### src/ssp_cfg.svh
`ifndef SSP_CFG_SVH
`define SSP_CFG_SVH

// Control byte field positions.
`define SSP_B_PINSEL     3
`define SSP_B_RDYEN      4
`define SSP_B_CLKINT     6
`define SSP_B_ODRAIN     7

// Control byte reset value: all pins plain ports.
`define SSP_CTRL_RST     8'h00

// Shift clock timing: oscillator 4 MHz divided by 32 gives 125 kHz.
`define SSP_OSC_HZ       4000000
`define SSP_OSC_DIV      32
`define SSP_SCLK_HZ      (`SSP_OSC_HZ / `SSP_OSC_DIV)
`define SSP_CORE_HZ      25000000
// Half period of the shift clock in core cycles, rounded down, at least one.
`define SSP_HALF_CYC     ((`SSP_CORE_HZ / (2 * `SSP_SCLK_HZ)) < 1 ? 1 : \
                          (`SSP_CORE_HZ / (2 * `SSP_SCLK_HZ)))

// Bits per transfer.
`define SSP_NBITS        8

`endif

### src/ssp_pkg.sv
package ssp_pkg;
    typedef enum logic [2:0] {
        SSP_IDLE  = 3'b001,
        SSP_LOW   = 3'b010,
        SSP_HIGH  = 3'b100
    } ssp_state_t;
endpackage

### src/ssp_port.sv
`timescale 1ns/1ps
`include "ssp_cfg.svh"

module ssp_port #(
    parameter int HALF_CYC = `SSP_HALF_CYC,
    parameter int NBITS    = `SSP_NBITS
) (
    input  wire logic        i_core_clk,
    input  wire logic        i_rst_b,
    input  wire logic [7:0]  i_ctrl,
    input  wire logic [3:0]  i_port_dir,
    input  wire logic [3:0]  i_port_out,
    input  wire logic        i_data_wr,
    input  wire logic [7:0]  i_data_wdata,
    input  wire logic        i_rx_ready_req,
    input  wire logic        i_serial_in_pin,
    input  wire logic        i_shift_clock_pin,
    input  wire logic        i_serial_out_pin,
    input  wire logic        i_rx_ready_pin,
    output logic [7:0]  o_rx_data,
    output logic        o_busy,
    output logic        o_done,
    output logic [3:0]  o_port_in,
    output logic        o_serial_out_pin,
    output logic        o_serial_out_pin_oe_b,
    output logic        o_shift_clock_pin,
    output logic        o_shift_clock_pin_oe_b,
    output logic        o_rx_ready_pin,
    output logic        o_rx_ready_pin_oe_b,
    output logic        o_gpio_line_in_oe_b,
    output logic        o_gpio_line_in
);

    localparam int CW = $clog2(HALF_CYC + 1);

    // Control field decode.
    logic pinsel;
    logic clk_int;
    logic odrain;
    logic rdy_en;
    assign pinsel  = i_ctrl[`SSP_B_PINSEL];
    assign clk_int = i_ctrl[`SSP_B_CLKINT];
    assign odrain  = i_ctrl[`SSP_B_ODRAIN];
    assign rdy_en  = i_ctrl[`SSP_B_RDYEN];

    // Three-stage synchronisers for all four pins; stage one feeds stage two only.
    // A new level is taken once stages two and three agree, so a one-cycle glitch is dropped.
    logic [3:0] pin_s1_r;
    logic [3:0] pin_s2_r;
    logic [3:0] pin_s3_r;
    logic [3:0] pin_q_r;
    always_ff @(posedge i_core_clk or negedge i_rst_b) begin
        if (!i_rst_b) begin
            pin_s1_r <= 4'hf;
            pin_s2_r <= 4'hf;
            pin_s3_r <= 4'hf;
            pin_q_r  <= 4'hf;
        end else begin
            pin_s1_r <= {i_rx_ready_pin, i_shift_clock_pin, i_serial_out_pin, i_serial_in_pin};
            pin_s2_r <= pin_s1_r;
            pin_s3_r <= pin_s2_r;
            for (int k = 0; k < 4; k++) begin
                if (pin_s2_r[k] == pin_s3_r[k]) begin
                    pin_q_r[k] <= pin_s3_r[k];
                end
            end
        end
    end

    // External clock edges are taken from the filtered level.
    // The delay register resets high like the pulled-up idle pin, so no false edge follows reset.
    logic ext_clk_d_r;
    logic ext_rise;
    logic ext_fall;
    always_ff @(posedge i_core_clk or negedge i_rst_b) begin
        if (!i_rst_b) begin
            ext_clk_d_r <= 1'b1;
        end else begin
            ext_clk_d_r <= pin_q_r[2];
        end
    end
    assign ext_rise = pin_q_r[2] & ~ext_clk_d_r;
    assign ext_fall = ~pin_q_r[2] & ext_clk_d_r;

    // Divider: one-cycle enable every half shift clock period.
    // The count is held at zero while idle, so every transfer starts on a full half period.
    logic [CW-1:0] div_r;
    logic          half_tick;
    ssp_pkg::ssp_state_t state_r;
    always_ff @(posedge i_core_clk or negedge i_rst_b) begin
        if (!i_rst_b) begin
            div_r <= '0;
        end else if (state_r == ssp_pkg::SSP_IDLE || div_r == CW'(HALF_CYC - 1)) begin
            div_r <= '0;
        end else begin
            div_r <= div_r + CW'(1);
        end
    end
    assign half_tick = (state_r != ssp_pkg::SSP_IDLE) && (div_r == CW'(HALF_CYC - 1));

    // Shift edges: falling edge shifts out, rising edge samples in.
    logic fall_ev;
    logic rise_ev;
    assign fall_ev = clk_int ? (half_tick && state_r == ssp_pkg::SSP_HIGH) : ext_fall;
    assign rise_ev = clk_int ? (half_tick && state_r == ssp_pkg::SSP_LOW) : ext_rise;

    // Transfer engine, LSB first.
    logic [7:0] sh_r;
    logic [3:0] cnt_r;
    logic       sclk_r;
    logic       sout_r;
    always_ff @(posedge i_core_clk or negedge i_rst_b) begin
        if (!i_rst_b) begin
            state_r <= ssp_pkg::SSP_IDLE;
            sh_r    <= 8'h00;
            cnt_r   <= 4'h0;
            sclk_r  <= 1'b1;
            sout_r  <= 1'b1;
            o_done  <= 1'b0;
            o_rx_data <= 8'h00;
        end else begin
            o_done <= 1'b0;
            unique case (state_r)
                ssp_pkg::SSP_IDLE: begin
                    sclk_r <= 1'b1;
                    if (i_data_wr && pinsel) begin
                        sh_r    <= i_data_wdata;
                        sout_r  <= i_data_wdata[0];
                        cnt_r   <= 4'h0;
                        state_r <= ssp_pkg::SSP_HIGH;
                    end
                end
                ssp_pkg::SSP_HIGH: begin
                    if (fall_ev) begin
                        sclk_r  <= 1'b0;
                        sout_r  <= sh_r[0];
                        state_r <= ssp_pkg::SSP_LOW;
                    end
                end
                ssp_pkg::SSP_LOW: begin
                    if (rise_ev) begin
                        sclk_r <= 1'b1;
                        sh_r   <= {pin_q_r[0], sh_r[7:1]};
                        if (cnt_r == 4'(NBITS - 1)) begin
                            state_r   <= ssp_pkg::SSP_IDLE;
                            o_done    <= 1'b1;
                            o_rx_data <= {pin_q_r[0], sh_r[7:1]};
                        end else begin
                            cnt_r   <= cnt_r + 4'h1;
                            state_r <= ssp_pkg::SSP_HIGH;
                        end
                    end
                end
                default: begin
                    state_r <= ssp_pkg::SSP_IDLE;
                end
            endcase
            if (!pinsel) begin
                state_r <= ssp_pkg::SSP_IDLE;
            end
        end
    end

    // Pin drivers; output enables are active low.
    always_ff @(posedge i_core_clk or negedge i_rst_b) begin
        if (!i_rst_b) begin
            o_busy                 <= 1'b0;
            o_serial_out_pin       <= 1'b1;
            o_serial_out_pin_oe_b  <= 1'b1;
            o_shift_clock_pin      <= 1'b1;
            o_shift_clock_pin_oe_b <= 1'b1;
            o_rx_ready_pin         <= 1'b1;
            o_rx_ready_pin_oe_b    <= 1'b1;
            o_gpio_line_in         <= 1'b0;
            o_gpio_line_in_oe_b    <= 1'b1;
            o_port_in              <= 4'h0;
        end else begin
            o_busy    <= (state_r != ssp_pkg::SSP_IDLE);
            o_port_in <= pin_q_r;
            // Input pin: port output only when not serial and direction is out.
            o_gpio_line_in      <= i_port_out[0];
            o_gpio_line_in_oe_b <= pinsel | ~i_port_dir[0];
            // Output pin: open drain releases the line for a one.
            if (pinsel) begin
                o_serial_out_pin      <= sout_r;
                o_serial_out_pin_oe_b <= odrain & sout_r;
            end else begin
                o_serial_out_pin      <= i_port_out[1];
                o_serial_out_pin_oe_b <= ~i_port_dir[1] | (odrain & i_port_out[1]);
            end
            // Shift clock pin: in serial mode driven only as internal clock output.
            if (pinsel) begin
                o_shift_clock_pin      <= sclk_r;
                o_shift_clock_pin_oe_b <= ~clk_int;
            end else begin
                o_shift_clock_pin      <= i_port_out[2];
                o_shift_clock_pin_oe_b <= ~i_port_dir[2];
            end
            // Ready pin: low means this side can receive.
            // It is driven high while a transfer runs, so the partner never clocks a busy shifter.
            if (rdy_en) begin
                o_rx_ready_pin      <= ~(i_rx_ready_req && state_r == ssp_pkg::SSP_IDLE);
                o_rx_ready_pin_oe_b <= 1'b0;
            end else begin
                o_rx_ready_pin      <= i_port_out[3];
                o_rx_ready_pin_oe_b <= ~i_port_dir[3];
            end
        end
    end

endmodule

### config.mk
export PLATFORM = sky130hd
export DESIGN_NAME = ssp_port
export DESIGN_NICKNAME = d
export VERILOG_FILES = /design/src/ssp_pkg.sv /design/src/ssp_port.sv
export VERILOG_INCLUDE_DIRS = /design/src
export SDC_FILE = /design/constraint.sdc
export NUM_CORES = 1
export LEC_CHECK = 0
export BUFFER_PORTS_ARGS = -buffer_cell sky130_fd_sc_hd__buf_2
export CAP_MARGIN = 10
export CORE_ASPECT_RATIO = 0.9
export CORE_MARGIN = 5
export CORE_UTILIZATION = 53
export CTS_BUF_LIST = sky130_fd_sc_hd__clkbuf_16
export CTS_CLUSTER_DIAMETER = 60
export CTS_CLUSTER_SIZE = 28
export DETAILED_ROUTE_END_ITERATION = 10
export PLACE_DENSITY_LB_ADDON = 0.08
export SLEW_MARGIN = 20
export SYNTH_ARGS = -nofsm -noshare
export SYNTH_HDL_FRONTEND = slang
export SYNTH_SLANG_ARGS = --single-unit
### constraint.sdc
create_clock -name i_core_clk -period 2.18 [get_ports i_core_clk]
set_clock_uncertainty 0.05 [all_clocks]
set_input_delay 0.218 -clock i_core_clk [delete_from_list [all_inputs] [get_ports i_core_clk]]
set_output_delay 0.218 -clock i_core_clk [all_outputs]
set_load 0.02 [all_outputs]
==> results of run 1 <==
power breakdown:
| group | switching [W] | internal (W) | total, W |
|---|---|---|---|
| sequential | 0.0000419 | 0.00128 | 0.00132 |
| combinational | 0.000115 | 0.000105 | 0.000219 |
| clock | 0.000498 | 0.000884 | 0.00138 |
| total | 0.000655 | 0.00226 | 0.00292 |
registers in the layout, summed over array words and instances, names as in the netlist, 3 cells and up:
signal / cells
pin_s2_r: 4
o_rx_data: 8
cnt_r: 4
div_r: 7
state_r: 3
pin_s3_r: 4
o_port_in: 4
pin_q_r: 4
pin_s1_r: 4
sh_r: 8
area by class of cell:
type | count | area (um^2)
inverters | 5 | 18.8
flip-flops and latches | 63 | 1610
multi-input cells | 111 | 887
fillers | 325 | 1250
clock inverters | 7 | 72.6
repair buffers | 64 | 400
well taps | 62 | 77.6
clock buffers | 9 | 225
cells in the mapped netlist (3+ instances only):
cell,instances
and3_1,4
mux2i_1,5
a21boi_0,3
nor2_1,11
mux2_2,23
nand3_1,7
dfrtp_1,36
xnor2_1,3
nand2_1,9
a21oi_1,4
inv_1,5
nor3b_1,3
maj3_1,4
dfstp_2,27
o21ai_0,3
nand2b_1,5
layer usage:
| layer | share of wire (%) | vias up |
|---|---|---|
| met5 | 0 | - |
| met4 | 1.1 | 0 |
| met3 | 8.3 | 7 |
| li1 | - | 788 |
| met1 | 41 | 813 |
| met2 | 50 | 67 |
final timing paths:
check / endpoint / slack [ps] / start / depth (start not counted)
setup / recovery: o_rx_data[7] / 180 / div_r[4] / 4
hold / removal: o_rx_ready_pin / 30 / i_ctrl[4] / 2
setup reg to reg: o_rx_data[7] / 180 / div_r[4] / 4
hold reg to reg: pin_s2_r[0] / 300 / pin_s1_r[0] / 0
max in group asynchronous: o_rx_ready_pin / 1080 / i_rst_b / 3
min in group asynchronous: div_r[3] / 360 / i_rst_b / 2
placed cells by master, fill, tap and decap left out, types with 5 or more instances in the layout:
master and n:
dlygate4sd3_1 12, inv_1 5, dfstp_2 27, nand2_1 9, mux2i_1 5, buf_2 49, mux2_2 23, nand3_1 7
dfrtp_1 36, nand2b_1 5, clkbuf_16 9, nor2_1 11
cell families after synthesis:
| group | Yosys count | synth area share (%) |
|---|---|---|
| XOR/XNOR | 5 | 1.73 |
| multiplexers | 29 | 12.8 |
| AO/OA/AOI/OAI | 21 | 6.48 |
| adder cells (fa/ha/maj) | 6 | 2.57 |
| buffers and inverters | 8 | 1.33 |
| AND/OR/NAND/NOR | 50 | 11.5 |
| flip-flops | 63 | 63.6 |
worst register-to-register path, delay by kind of cell (launching register included):
kind | cells | cell delay (ps)
flip-flops | 1 | 430
AO/OA/AOI/OAI | 1 | 310
AND/OR/NAND/NOR | 2 | 770
multiplexers | 1 | 330
metrics by stage:
| step | instance area (um^2) | setup WS (ps) | util [%] | std cells |
|---|---|---|---|---|
| 3_5_place_dp | 2870 | 193 | 63.2 | 293 |
| 2_1_floorplan | 2530 | 294 | - | 182 |
| 4_1_cts | 3290 | 186 | 72.4 | 321 |
| 6_report | 3290 | 175 | 72.4 | 321 |
| 3_3_place_gp | 2870 | 211 | 63.2 | 293 |
| 5_1_grt | 3290 | 92.5 | 72.4 | 321 |
repair_timing:
action                    4_1_cts  5_1_grt
resized for setup               0        0
hold buffers                   12        0
hold endpoints to repair       25        0
==> results.md, run 1 <==
- Yosys warning count: 0
- DRC viols: 0
- CP required: between 2000 and 2500 ps
- Die height: between 70 and 80 um
- Ys async rst share: 100%
- Yosys cell types: 42
- Clk buf depth: 2
- Die area: 0.00626 mm^2
- Total power: about 0.0029 W
- Wire length per cell after detailed routing: between 10 and 15 um
- Met3 Usage GRT: 9.08%
- Gr busiest metal: met2
- EDFF count, synth: 0
- Layout cell share with drive strength beyond 1: around half
- Largest net degree at the start of global routing: 41
- GRT Overall Usage: between 10% and 20%
- Synthesized area per cell: 13.9 um^2
- Fin crit period: 2000 ps
- Starting Density: a little under three fifths
- Crit path max-delay cell type: or4b_4
- IO Pins: 54
- Post-synthesis sequential area ratio: between 60% and 70%
- Cell family contributing the most delay on the critical path: simple AND/OR/NAND/NOR gates
- Max Slew Vio Count: 0
- Dpl hpwl: 3160 um
- Setup violators final: 0
- Antenna violations before repair: 0
- Prevailing post-synth register cell: dfrtp_1
- Post-CTS Setup Repair Bufs: 0
- Critical path, cell by cell: or4b_4, o21ai_4, nand3_4, mux2_4
- Yosys top cell by area: dfrtp_1
- Crit path kind: flop to flop
- Max FO, Critical Path: 8
- Area delta synth->final: 30.1%
- Worst slew margin relative to its limit: 59.3%
- Setup crit start kind: flop
- Setup TNS: 0 ps
- CTS tree: yes
- Hold Vio Cnt, Final: 0
- CP max stage delay: 580 ps
- CTS Buf Count: 9
- HP Class: primary input to flop
- DRT Pass-1 Iters: 4
- PD cells: 887 mW/mm^2
- WP data arrival: ~2200 ps
- Gate Count Post-Synth: approximately 180
- First-pass GRT wire length: 8470 um
- Antenna cells: 0
- #FFs+latches synth: 63
- Port Buffers: between 40 and 50
- Yosys top cell area share: 35.6%
- Hold WS: 29.5 ps
- Via count: 1675
- Clk_lat worst skew: 320 ps
- Period utilization: 92.0%
- RSZ-0062 raised after global routing: false
- Detail Route Antenna Nets: 0
- Remaining Overflow, GRT: 0
- Placer Congestion: 0.832
- Die Width: 82.8 um
- Fmax: 499 MHz
- Syn Std Cell Area: between 0.002 and 0.003 mm^2
- Via/cell ratio: about 5.2
- Slew @ Worst Pin: between 600 and 700 ps
- Leakage power: 1.50 nW
- # rows: 23
- Final nets: 288
- Root Buffer: clkbuf_16
- H-Tree Level Count: 3
- DRT iter0 DRCs: 148
- Max-cap violation count: 0
- Critical Path End Type: flop
- Met2 Usage GRT: 29.5%
- Max VDD drop: 688 uV
- Clock sinks: 63
- Worst-path clk slew: 50 ps
- Worst Path Buf+Inv: 0
- Routed Wire Length: about 4700 um
- Top cells by area, synth: dfrtp_1 (36%), dfstp_2 (28%), mux2_2 (10%)
- Core region area: 0.00455 mm^2
- Status: complete, no violations
- Grt met1 use: 20.2%
- Vias in the first global route: about 1800
- Syn Nets: between 200 and 250
Note: power is estimated with default switching activity, not from simulation.
==> run 2: changes to the inputs <==
ABC_AREA = 1   (was default)
BUFFER_PORTS_ARGS = default   (was -buffer_cell sky130_fd_sc_hd__buf_2)
CORE_UTILIZATION = 55   (was 53)
DONT_BUFFER_PORTS = 1   (was default)
GPL_ROUTABILITY_DRIVEN = 0   (was default)
==> run 2 against run 1 <==
  * Hold slack better by 3.3 ps
  * Clock-buffer cell count unchanged
  * Sequential share of layout area up 2.6 points
  * Synthesized cell count up 41%
  * Critical endpoint is now o_serial_out_pin_oe_b
  * Largest cell class unchanged
==> results.md, run 2 <==
- Post-synthesis sequential area ratio: 62.6% (-1.0 points)
- Post-CTS Setup Repair Bufs: 0 (unchanged)
- Max-cap violation count: 0 (unchanged)
- Largest family of logic cells by synthesized area: simple AND/OR/NAND/NOR gates
- WP data arrival: 1910 ps (-250 ps)
- Fin crit period: 1700 ps (-305 ps)
- Max VDD drop: 804 uV (+17%)
- Starting Density: 57.3% (+1.6 points)
- Vias in the first global route: 1707 (-5.1%)
- Leakage power: 1.49 nW (-0.80%)
- Status: complete, no violations
- Adder-cell share of the synthesized area: 2.53% (-0.041 points)
- Clock sinks: 63 (unchanged)
- Yosys warning count: 0 (unchanged)
- Routed Wire Length: 4600 um (-1.5%)
- # rows: 23 (unchanged)
- Prevailing post-synth register cell: dfrtp_1
- Slew @ Worst Pin: 520 ps (-82.2 ps)
- Util after Layout: 69.7% (-2.7 points)
- Gate Count Post-Synth: 256 (+41%)
- PD cells: 1100 mW/mm^2 (+24%)
- Setup TNS: 0 ps (unchanged)
- Die height: 74.9 um (-0.90%)
- Port Buffers: 0 (-100%)
- Largest net degree at the start of global routing: 64 (+56%)
- Top cells by count, synth: nand2_1 (63), dfrtp_1 (36), inv_1 (29)
- Simple-gate portion of the synthesized area: 20.0% (+8.5 points)
- Worst-path clk slew: 50 ps (about the same)
- DRC viols: 0 (unchanged)
- Mux contribution to synthesized area: 0% (-13 points)
- Worst slew margin relative to its limit: 65.1% (+5.8 points)
- Ys async rst share: 100% (unchanged)
- CTS tree: yes
- Via/cell ratio: 4.99 (-4.5%)
- Top-count cell post-synth: nand2_1
- Top cells by area, synth: dfrtp_1 (35%), dfstp_2 (28%), nand2_1 (9.2%)
- Antenna cells: 0 (unchanged)
- Wire length per cell after detailed routing: 13.1 um (-9.7%)
- DRT Pass-1 Iters: 4 (unchanged)
- Final nets: 317 (+10%)
- Synthesized area per cell: 10.0 um^2 (-28%)
- Syn Nets: 290 (+34%)
- #FFs+latches synth: 63 (unchanged)
- First-pass GRT wire length: 7830 um (-7.6%)
- GRT Overall Usage: 17.5% (-0.20 points)
- Most common cell after layout, fill and taps aside: nand2_1
- Remaining Overflow, GRT: 0 (unchanged)
- Syn Std Cell Area: 0.00257 mm^2 (+1.6%)
- IO Pins: 54 (unchanged)
- Yosys cell types: 26 (-38%)
- Setup violators final: 0 (unchanged)
- Reg2Reg Depth: 5 (+1)
- Synth Area in XOR/XNOR: 0.340% (-1.4 points)
- Clk_lat worst skew: 320 ps (about the same)
- Layout cell share with drive strength beyond 1: 22.9% (-25 points)
- Max FO, Critical Path: 2 (-6)
- Hold Crit Depth: 2 (unchanged)
- Core region area: 0.00449 mm^2 (-1.3%)
- Die area: 0.00615 mm^2 (-1.8%)
- Setup crit start kind: flop
- Root Buffer: clkbuf_16
- Period utilization: 77.9% (-14 points)
- Crit path kind: flop to flop
- Yosys top cell area share: 35.0% (-0.57 points)
- Antenna violations before repair: 0 (unchanged)
- Yosys top cell by area: dfrtp_1
- Clk buf depth: 2 (unchanged)
- RSZ-0062 raised after global routing: false
- Fmax: 589 MHz (+18%)
- Detail Route Antenna Nets: 0 (unchanged)
- CTS Buf Count: 9 (unchanged)
- H-Tree Level Count: 3 (unchanged)
- Most frequent cells in the layout: nand2_1 (63), dfrtp_1 (36), inv_1 (30)
- HP Class: primary input to flop
- Dpl hpwl: 2850 um (-9.9%)
- Compound-Gate Fraction of Synth Area: 8.85% (+2.4 points)
- Die Width: 82.1 um (-0.91%)
- EDFF count, synth: 0 (unchanged)
- CP required: 2390 ps (+50 ps)
- Fillers: 345 (+6.2%)
- Hold Vio Cnt, Final: 0 (unchanged)
- Max Slew Vio Count: 0 (unchanged)
- DRT iter0 DRCs: 78 (-47%)
- Area delta synth->final: 21.6%
- Registers with the most flip-flops: o_rx_data x8, sh_r x8, div_r x7
- Via count: 1745 (+4.2%)
- Critical Path End Type: flop
run 2: cell types whose count changed in the layout (fill, tap and decap cells not counted), moves of 4 or more:
cell,before,now
buf_2,49,0
dlygate4sd3_1,12,19
inv_1,5,30
mux2_2,23,0
mux2i_1,5,0
nand2_1,9,63
nand2_2,0,6
nand2b_1,5,0
nand3_1,7,11
nor2_1,11,21
o21ai_0,3,14
o21ai_1,0,7
o21ai_2,0,10
run 2: cell type report:
class | count | area, um^2 | area share, %
flip-flops and latches | 63 | 1610 | 51.5
multi-input cells | 159 | 816 | 26.1
clock buffers | 9 | 225 | 7.20
repair buffers | 21 | 225 | 7.20
inverters | 29 | 109 | 3.48
well taps | 62 | 77.6 | 2.48
clock inverters | 7 | 65.1 | 2.08
run 2: cells by family after synthesis:
logic type               count (synthesis)
AO/OA/AOI/OAI                           37
XOR/XNOR                                 1
adder cells (fa/ha/maj)                  6
buffers and inverters                   34
flip-flops                              63
AND/OR/NAND/NOR                        115
run 2: worst max-delay path, cell delays in order (launching register included):
cell	delay (ps)
dfstp_2	510
inv_1	40
o21ai_0	230
nand2_1	120
o21ai_0	100
dlygate4sd3_1	580
run 2: final timing paths:
check                            start                    end  slack [ps]
max                             sout_r  o_serial_out_pin_oe_b         480
min                          i_ctrl[3]             state_r[1]          30
max reg2reg                     sout_r  o_serial_out_pin_oe_b         480
min reg2reg                pin_s1_r[3]            pin_s2_r[3]         300
max in group asynchronous      i_rst_b            pin_s3_r[0]        1360
min in group asynchronous      i_rst_b           o_rx_data[0]         400
run 2: stage by stage:
step                std cells  hold slack [ps]  setup WS [ps]  total power (W)  cell area (um^2)
floorplan                 256             -128            757          0.00193              2570
global placement          314             -126            545          0.00202              2620
detailed placement        314             -126            523          0.00203              2620
CTS                       350             14.7            505          0.00348              3130
global route              350             39.4            340          0.00364              3130
finish                    350             32.8            481          0.00344              3130
run 2: layer usage:
layer / GRT usage [%] / vias to the layer above / routed length [um]
met2: 25.7 / 54 / 2120
met3: 8.49 / 6 / 334
met1: 22.5 / 815 / 2110
met4: 6.64 / 0 / 29
li1: - / 870 / -
met5: 0 / - / 0
run 2: power breakdown:
| group | internal [W] | switching [W] |
|---|---|---|
| sequential | 0.00139 | 0.000125 |
| combinational | 0.000193 | 0.000379 |
| clock | 0.000874 | 0.000474 |
| total | 0.00246 | 0.000979 |
run 2: timing repair:
item	4_1_cts	5_1_grt
gates resized for setup	0	0
hold endpoints to repair	77	0
hold buffers	20	0
setup endpoints to repair	0	0
==> run 3: changes to the inputs <==
clock period = 1.7 ns   (was 2.18 ns; I/O delays follow)
==> run 3 against run 2 <==
  * Wire length is 2.9% higher
  * Final area increased by 1.1%
  * Hold slack better by 12 ps
  * Largest cell class unchanged
==> results.md, run 3 (synthesized netlist as in run 2, its figures left out) <==
- Remaining Overflow, GRT: 0 (unchanged)
- Core region area: 0.00449 mm^2 (unchanged)
- Critical Path End Type: flop
- DRC viols: 0 (unchanged)
- Root Buffer: clkbuf_16
- Setup TNS: 0 ps (unchanged)
- Setup violators final: 0 (unchanged)
- HP Class: primary input to flop
- Antenna violations before repair: 0 (unchanged)
- H-Tree Level Count: 3 (unchanged)
- DRT Pass-1 Iters: 4 (unchanged)
- Max-cap violation count: 0 (unchanged)
- Worst slew margin relative to its limit: 80.3% (+15 points)
- Hold Vio Cnt, Final: 0 (unchanged)
- Clock sinks: 63 (unchanged)
- Final nets: 323 (+1.9%)
- Clk buf depth: 2 (unchanged)
- Setup crit start kind: flop
- Detail Route Antenna Nets: 0 (unchanged)
- Status: complete, no violations
- Non-filler cells, final: 355 (+1.4%)
- Starting Density: 57.3% (unchanged)
- Die area: 0.00615 mm^2 (unchanged)
- Worst-path clk slew: 50 ps (about the same)
- Slew @ Worst Pin: 295 ps (-225 ps)
- Vias in the first global route: 1711 (+0.23%)
- Max FO, Critical Path: 6 (+4)
- Util after Layout: 70.5% (+0.78 points)
- Routed Wire Length: 4730 um (+2.9%)
- GRT Overall Usage: 17.9% (+0.37 points)
- Max VDD drop: 910 uV (+13%)
- WP data arrival: 1790 ps (-120 ps)
- Clk_lat worst skew: 320 ps (about the same)
- CTS tree: yes
- Largest net degree at the start of global routing: 64 (unchanged)
- # rows: 23 (unchanged)
- WL met3: 316 um (-5.4%)
- Hold WS: 44.9 ps (+12.1 ps)
- Fin crit period: 1580 ps (-120 ps)
- Post-CTS Setup Repair Bufs: 0 (unchanged)
- CP required: 1920 ps (-470 ps)
- Antenna cells: 0 (unchanged)
- Max layer used: met4
- Die Width: 82.1 um (unchanged)
- Via/cell ratio: 4.88 (-2.1%)
- Fmax: 633 MHz (+7.6%)
- Port Buffers: 0 (unchanged)
- DP Cell Count: 318 (+1.3%)
- IO Pins: 54 (unchanged)
- Wire length per cell after detailed routing: 13.3 um (+1.5%)
- First-pass GRT wire length: 7920 um (+1.1%)
- PD cells: 1360 mW/mm^2 (+24%)
- CTS Buf Count: 9 (unchanged)
- Registers with the most flip-flops: o_rx_data x8, sh_r x8, div_r x7
- Met1 wire length: 2080 um (-1.4%)
- Layout cell share with drive strength beyond 1: 23.5% (+0.63 points)
- Period utilization: 92.9% (+15 points)
- Area delta synth->final: 23.0%
- Leakage power: 1.50 nW (+0.85%)
- Met2 WL: 2240 um (+5.4%)
- RSZ-0062 raised after global routing: false
- DRT iter0 DRCs: 63 (-19%)
- Max Slew Vio Count: 0 (unchanged)
- Die height: 74.9 um (unchanged)
- Dpl hpwl: 2900 um (+1.9%)
- Via count: 1732 (-0.74%)
- Most frequent cells in the layout: nand2_1 (63), dfrtp_1 (36), inv_1 (29)
- Crit path kind: flop to flop
- Most common cell after layout, fill and taps aside: nand2_1
## run 3: worst max-delay path, stage by stage (launching register included)
cell	delay, ps
dfstp_2	560
nand3_4	120
inv_2	100
nand3_1	60
dlygate4sd3_1	560
nand2_1	70
## run 3: stage by stage
| stage | total power [W] | setup slack [ps] | cell area (um^2) |
|---|---|---|---|
| 2_1_floorplan | 0.00248 | 277 | 2570 |
| 3_3_place_gp | 0.00263 | 185 | 2660 |
| 3_5_place_dp | 0.00265 | 157 | 2660 |
| 4_1_cts | 0.00433 | 22.3 | 3160 |
| 5_1_grt | 0.00455 | 11.3 | 3160 |
| 6_report | 0.00430 | 121 | 3160 |
## run 3: layout make-up
type	count	area [um^2]
flip-flops and latches	63	1610
multi-input cells	159	823
fillers	339	1330
well taps	62	77.6
clock buffers	9	225
repair buffers	27	288
clock inverters	6	30.0
inverters	29	109
## run 3: path summary, 6_finish.rpt
check                                startpoint      endpoint  depth (start not counted)  slack, ps
worst max register to register       state_r[0]    state_r[0]                          5        120
worst min register to register      pin_s1_r[3]   pin_s2_r[3]                          0        300
max in group asynchronous               i_rst_b   ext_clk_d_r                          2        960
worst min-delay path            i_data_wdata[0]       sh_r[0]                          4         40
worst max-delay path                 state_r[0]    state_r[0]                          5        120
min in group asynchronous               i_rst_b  o_port_in[3]                          2        330
## run 3: timing repair
action                     4_1_cts  5_1_grt
setup endpoints to repair        0        3
hold endpoints to repair        78        0
hold buffers                    22        0
resized for setup                0        3
## run 3: where the power goes
| group | internal (W) | total, W | switching (W) | leakage, nW |
|---|---|---|---|---|
| Combinational | 0.000302 | 0.000807 | 0.000505 | 0.619 |
| Sequential | 0.00179 | 0.00196 | 0.000169 | 0.756 |
| Clock | 0.000955 | 0.00154 | 0.000585 | 0.130 |
| Total | 0.00304 | 0.00430 | 0.00126 | 1.50 |
## run 3: routing by layer
| layer | vias to the layer above | GRT usage, % |
|---|---|---|
| li1 | 882 | - |
| met1 | 803 | 22.2 |
| met2 | 38 | 27.0 |
| met3 | 9 | 7.89 |
| met4 | 0 | 8.30 |
| met5 | - | 0 |
